$ cat config.mk
export PLATFORM = sky130hd
export DESIGN_NAME = sdl_loader
export DESIGN_NICKNAME = d
export VERILOG_FILES = /design/src/hw/sdl_pkg.sv /design/src/hw/sdl_loader.sv
export VERILOG_INCLUDE_DIRS = /design/src /design/src/hw
export SDC_FILE = /design/constraint.sdc
export NUM_CORES = 1
export LEC_CHECK = 0
export ABC_AREA = 1
export BUFFER_PORTS_ARGS = -buffer_cell sky130_fd_sc_hd__buf_4
export CORE_MARGIN = 5
export CORE_UTILIZATION = 60
export CTS_BUF_LIST = sky130_fd_sc_hd__clkbuf_4 sky130_fd_sc_hd__clkbuf_8
export DETAILED_ROUTE_END_ITERATION = 7
export GPL_ROUTABILITY_DRIVEN = 0
export HOLD_SLACK_MARGIN = 0.08
export PLACE_DENSITY = 0.83
export SLEW_MARGIN = 0
export SYNTH_ARGS = -nofsm -noshare
export SYNTH_HDL_FRONTEND = slang
export SYNTH_SLANG_ARGS = --single-unit
$ cat constraint.sdc
create_clock -name CLOCK_I -period 1.85 [get_ports CLOCK_I]
set_input_delay 0.185 -clock CLOCK_I [delete_from_list [all_inputs] [get_ports CLOCK_I]]
set_output_delay 0.185 -clock CLOCK_I [all_outputs]
set_load 0.1 [all_outputs]
$ cat src/hw/sdl_defs.svh
// Timing and width constants for the serial DAC input loader
`ifndef SDL_DEFS_SVH
`define SDL_DEFS_SVH

`define SDL_CODE_W 8
`define SDL_BITS_PER_FRAME 4'h8
`define SDL_CODE_RESET 8'h00
`define SDL_BUF_DEPTH 2
`define SDL_SCLK_MAX_MHZ 50

`endif

$ cat src/hw/sdl_pkg.sv
// Types shared by the serial DAC input loader
`include "sdl_defs.svh"
package sdl_pkg;
  typedef logic [`SDL_CODE_W-1:0] sdl_code_type;
  typedef enum logic [1:0] {SDL_IDLE, SDL_SHIFT, SDL_DONE} sdl_state_type;
endpackage

$ cat src/hw/sdl_loader.sv
// Serial DAC input loader: shift register, code buffer and DAC latch
//
// Contract
// Sample serial data on each serial clock falling edge during a frame.
// The input register is exactly eight bits, one code per frame.
// Frame sync low enables shifting; frame sync high disables it.
// Host gives eight falling edges per frame; device takes eight bits.
// Falling edge of load input copies input register into DAC latch; code copies the oldest buffered code when the buffer is not empty.
// Load held low: latch loads after eight edges with frame sync low.
// Host keeps serial clock at or below 50 MHz.
// Latch code is straight unsigned binary, zero to 255.
// Reset clears shift register and DAC latch to zero.
// Code arrives MSB first, shifted in at the LSB end.
`include "sdl_defs.svh"
module sdl_loader
  import sdl_pkg::*;
#(
  parameter int CODE_W = `SDL_CODE_W
)
(
  // Clock and reset
  input wire logic CLOCK_I,
  input wire logic ARST_N_I,
  // Serial link from host
  input wire logic SERIAL_CLOCK_I,
  input wire logic FRAME_SYNC_N_I,
  input wire logic SERIAL_DATA_IN_I,
  input wire logic LOAD_OUTPUT_N_I,
  // DAC latch code, unsigned binary
  output logic [CODE_W-1:0] DAC_CODE_O,
  output logic DAC_UPDATE_O,
  // Input register view and buffer state
  output logic [CODE_W-1:0] INPUT_CODE_O,
  output logic BUF_FULL_O
);

  // ****************************************
  // Pin synchronisers
  // ****************************************
  logic [3:0] sync_a;
  logic [3:0] sync_b;
  logic sclk_prev;
  logic load_prev;

  always_ff @(posedge CLOCK_I or negedge ARST_N_I)
  begin
    if (!ARST_N_I)
    begin
      sync_a <= 4'hf;
      sync_b <= 4'hf;
      sclk_prev <= 1'b1;
      load_prev <= 1'b1;
    end
    else
    begin
      sync_a <= {LOAD_OUTPUT_N_I, SERIAL_DATA_IN_I, FRAME_SYNC_N_I,
                 SERIAL_CLOCK_I};
      sync_b <= sync_a;
      sclk_prev <= sync_b[0];
      load_prev <= sync_b[3];
    end
  end

  logic sclk_s;
  logic fsync_n_s;
  logic sdata_s;
  logic load_n_s;
  logic sclk_fall;
  logic load_fall;

  always_comb
  begin
    sclk_s = sync_b[0];
    fsync_n_s = sync_b[1];
    sdata_s = sync_b[2];
    load_n_s = sync_b[3];
    sclk_fall = sclk_prev && !sclk_s;
    load_fall = load_prev && !load_n_s;
  end

  // ****************************************
  // Frame shifter
  // ****************************************
  sdl_state_type state;
  sdl_state_type next_state;
  logic [CODE_W-1:0] shift_reg;
  logic [CODE_W-1:0] next_shift_reg;
  logic [3:0] bit_cnt;
  logic [3:0] next_bit_cnt;
  logic frame_done;
  logic buf_in_ready;

  always_comb
  begin
    next_state = state;
    next_shift_reg = shift_reg;
    next_bit_cnt = bit_cnt;
    frame_done = 1'b0;
    unique case (state)
      SDL_IDLE:
      begin
        // enable on sync
        if (fsync_n_s)
          next_bit_cnt = 4'h0;
        // one frame per sync
        else if (bit_cnt == 4'h0)
          next_state = SDL_SHIFT;
      end
      SDL_SHIFT:
      begin
        // abort on sync high
        if (fsync_n_s)
          next_state = SDL_IDLE;
        // sample MSB first
        else if (sclk_fall)
        begin
          next_shift_reg = {shift_reg[CODE_W-2:0], sdata_s};
          next_bit_cnt = bit_cnt + 4'h1;
          // eight bits
          if (bit_cnt == `SDL_BITS_PER_FRAME - 4'h1)
            next_state = SDL_DONE;
        end
      end
      SDL_DONE:
      begin
        // Stall here if the buffer is full, so this word is kept; frames sent while stalled are dropped
        if (buf_in_ready)
        begin
          frame_done = 1'b1;
          // Count stays at eight until sync rises
          next_state = SDL_IDLE;
        end
      end
    endcase
  end

  // ****************************************
  // Two-entry code buffer
  // ****************************************
  logic [CODE_W-1:0] buf_mem [`SDL_BUF_DEPTH];
  logic [CODE_W-1:0] next_buf_mem [`SDL_BUF_DEPTH];
  logic [1:0] buf_cnt;
  logic [1:0] next_buf_cnt;
  logic buf_out_valid;
  logic buf_pop;
  logic [CODE_W-1:0] input_code;
  logic [CODE_W-1:0] next_input_code;
  logic [CODE_W-1:0] dac_code;
  logic [CODE_W-1:0] next_dac_code;
  logic dac_update;
  logic next_dac_update;
  logic load_req;
  logic buf_full;
  logic next_buf_full;

  always_comb
  begin
    buf_in_ready = (buf_cnt != 2'h2);
    buf_out_valid = (buf_cnt != 2'h0);
    // auto update when load held low
    load_req = load_fall || (!load_n_s && !load_prev);
    buf_pop = buf_out_valid && load_req;
    next_buf_mem = buf_mem;
    next_buf_cnt = buf_cnt;
    if (buf_pop)
    begin
      next_buf_mem[0] = buf_mem[1];
      next_buf_cnt = next_buf_cnt - 2'h1;
    end
    if (frame_done)
    begin
      next_buf_mem[next_buf_cnt[0]] = shift_reg;
      next_buf_cnt = next_buf_cnt + 2'h1;
    end
    next_buf_full = (next_buf_cnt == 2'h2);
    next_input_code = frame_done ? shift_reg : input_code;
    next_dac_code = dac_code;
    next_dac_update = 1'b0;
    // latch code on load
    if (buf_pop)
    begin
      next_dac_code = buf_mem[0];
      next_dac_update = 1'b1;
    end
    else if (load_fall)
    begin
      next_dac_code = input_code;
      next_dac_update = 1'b1;
    end
  end

  // ****************************************
  // State registers
  // ****************************************
  always_ff @(posedge CLOCK_I or negedge ARST_N_I)
  begin
    // clear on reset
    if (!ARST_N_I)
    begin
      state <= SDL_IDLE;
      shift_reg <= `SDL_CODE_RESET;
      bit_cnt <= 4'h0;
      buf_mem <= '{default: `SDL_CODE_RESET};
      buf_cnt <= 2'h0;
      buf_full <= 1'b0;
      input_code <= `SDL_CODE_RESET;
      dac_code <= `SDL_CODE_RESET;
      dac_update <= 1'b0;
    end
    else
    begin
      state <= next_state;
      shift_reg <= next_shift_reg;
      bit_cnt <= next_bit_cnt;
      buf_mem <= next_buf_mem;
      buf_cnt <= next_buf_cnt;
      buf_full <= next_buf_full;
      input_code <= next_input_code;
      dac_code <= next_dac_code;
      dac_update <= next_dac_update;
    end
  end

  always_comb
  begin
    DAC_CODE_O = dac_code;
    DAC_UPDATE_O = dac_update;
    INPUT_CODE_O = input_code;
    BUF_FULL_O = buf_full;
  end

endmodule

==> results.md <==
- Status: complete, no violations
- Setup_tns: 0 ns
- Startpoint Class: flop
- Max Cap Violations: 0
- Initial core utilization: 0.622
- Diodes inserted: 0
- Fin crit share: 0.891
- Slew Limit Fails: 0
- Layout cells sized above 1: 0.235
- Synth Register Bits: 60
- Fmax: 607 MHz
- Worst vdd ir: 1.13 mV
- Largest net degree at the start of global routing: 61
- Synth Net Count: around 310
- Std cell rows: 24
- Final ANT Viol Nets: 0
- Synth area leaders: dfrtp_1 (46%), nand2_1 (12%), dfstp_2 (9.6%)
- Final Hold Fails: 0
- Drt first pass iters: 4
- WS Path Type: reg -> reg
- PortBufs: 23
- Seq/Total Area, Yosys: 0.555
- Relative slew slack: 0.511
- Worst-path fanout max: 35
- Die Ht: 77.4 um
- Die area: approximately 6000 um^2
- Die width: between 70 and 80 um
- DRC viols: 0
- Vias in the first global route: 1955
- Vias per cell: about 5.2
- Clk Tree Root Cell: clkbuf_8
- P&R area growth vs syn: 15.3%
- Gr usage total: 0.181
- CTS tree: built
- DRT iter0 DRCs: 140
- CTS Buf Count: 9
- Post-Route WL: slightly below 5000 um
- Clock sink count: 60
- Syn Inst Count: ~300
- Nets: between 300 and 400
- H-tree lvl count: 3
- Fin util: 0.717
- Largest area contributor in the netlist: dfrtp_1
- Worst Skew: roughly 0.0061 ns
- Clock latency on the worst-skew pair: about 0.33 ns
- Core area: approximately 4400 um^2
- HP Class: reg -> reg
- Lkg Pwr: 1.55 nW
- WL/cell: approximately 13 um
- Top cell type's share of synthesized area: 0.459
- RSZ-0062 raised after global routing: false
- Unique masters post-synth: 26
- Worst EP required: 2.11 ns
- Final Power: 5.80 mW
- Initial antenna violation count: 0
- CTS Buffer Depth: 2
- GR Overflow Total: 0
- Global-route wire length before repair: between 8000 and 9000 um
- CP endpoint kind: flop
- Avg Cell Area, Syn: just over 9 um^2
- I/O pin cnt: 24
- Worst EP arrival: 1.90 ns
- Slew at the pin with the worst max-slew slack: between 0.7 and 0.8 ns
- Tmin final: around 1.6 ns
- DP HPWL: roughly 3200 um
- Synth warn: 0
- Worst-path clk slew: 0.06 ns
- Setup Buffers After CTS: 0
- Endpoints failing setup: 0
- Via count: around 2000
- Pwr Density: about 1800 nW/um^2
- Netlist Area Pre-Place: about 2700 um^2
final timing paths:
check | from | end | slack (ns) | cells after the start
setup / recovery | buf_cnt[0] | BUF_FULL_O | 0.20 | 9
hold / removal | sync_a[3] | sync_b[3] | 0.36 | 0
setup reg to reg | buf_cnt[0] | BUF_FULL_O | 0.20 | 9
hold reg to reg | sync_a[3] | sync_b[3] | 0.36 | 0
max in group asynchronous | ARST_N_I | bit_cnt[1] | 0.90 | 2
min in group asynchronous | ARST_N_I | DAC_CODE_O[7] | 0.46 | 2
cells in the mapped netlist:
cell type / instances
a21oi_1: 9
a21oi_2: 1
buf_12: 1
buf_2: 2
buf_4: 5
buf_6: 1
buf_8: 1
dfrtp_1: 50
dfstp_2: 10
ha_1: 8
inv_1: 30
inv_2: 4
nand2_1: 89
nand2_2: 5
nand2_4: 1
nand3_1: 15
nand3_2: 1
nand3_4: 1
nand4_1: 3
nor2_1: 8
nor2_2: 1
nor2_4: 2
nor2_8: 1
o21ai_0: 31
o21ai_1: 7
o21ai_2: 8
critical path, stage by stage (launching register included):
cell and delay (ns):
dfrtp_1 0.41, inv_2 0.09, ha_1 0.23, inv_2 0.06, nand2_4 0.07, buf_4 0.29, nand2_1 0.09, nand3_1 0.12
nand2_1 0.08, a21oi_1 0.14
cell usage in the layout, fill, tap and decap left out, drive strengths merged, types with 10 or more instances in the layout:
cell    count
nand2      95
dfrtp      50
o21ai      46
inv        34
buf        26
nand3      17
clkbuf     13
nor2       12
dfstp      10
a21oi      10
metrics by stage:
stage / hold WS, ns / instances / worst slack [ns] / cell area, um^2
6_report: 0.356 / 384 / 0.202 / 3140
5_1_grt: 0.365 / 384 / 0.0637 / 3140
3_3_place_gp: 0.294 / 363 / 0.210 / 2890
3_5_place_dp: 0.292 / 363 / 0.101 / 2890
2_1_floorplan: -0.111 / 295 / 0.142 / 2730
4_1_cts: 0.356 / 384 / 0.0743 / 3140
per-layer routing:
layer	up-vias	global-route usage	share of wire
li1	1004	-	-
met1	930	0.226	0.43
met2	54	0.293	0.49
met3	9	0.0440	0.062
met4	0	0.0945	0.018
met5	-	0	0
report_power, final:
part           switching [mW]  internal (mW)  total (mW)
registers               0.263           1.73        1.99
clock network           0.488          0.630        1.12
logic                    1.99          0.698        2.69
repair_timing:
| action | 4_1_cts | 5_1_grt |
|---|---|---|
| endpoints found under the hold margin | 54 | 0 |
| endpoints found under the setup margin | 0 | 4 |
| gates resized for setup | 0 | 1 |
| hold buffers | 5 | 0 |
logic make-up (layout without fill, tap and decap cells):
| group | Yosys count | count (layout) | share of synthesized area |
|---|---|---|---|
| and+or+nand+nor | 127 | 127 | 0.212 |
| buffers and inverters | 44 | 81 | 0.0812 |
| DFF | 60 | 60 | 0.555 |
| AOI/OAI and AO/OA | 56 | 56 | 0.115 |
| adders and majority gates | 8 | 8 | 0.0367 |
area by class of cell:
| cell class | instances | area (um^2) |
|---|---|---|
| multi-input combinational | 191 | 993 |
| inverter | 34 | 128 |
| tap | 52 | 65.1 |
| clock inverter | 3 | 18.8 |
| fill | 324 | 1240 |
| sequential | 60 | 1510 |
| timing repair buffer | 31 | 245 |
| clock buffer | 13 | 179 |
No activity file was read; power rests on OpenSTA's default activity.
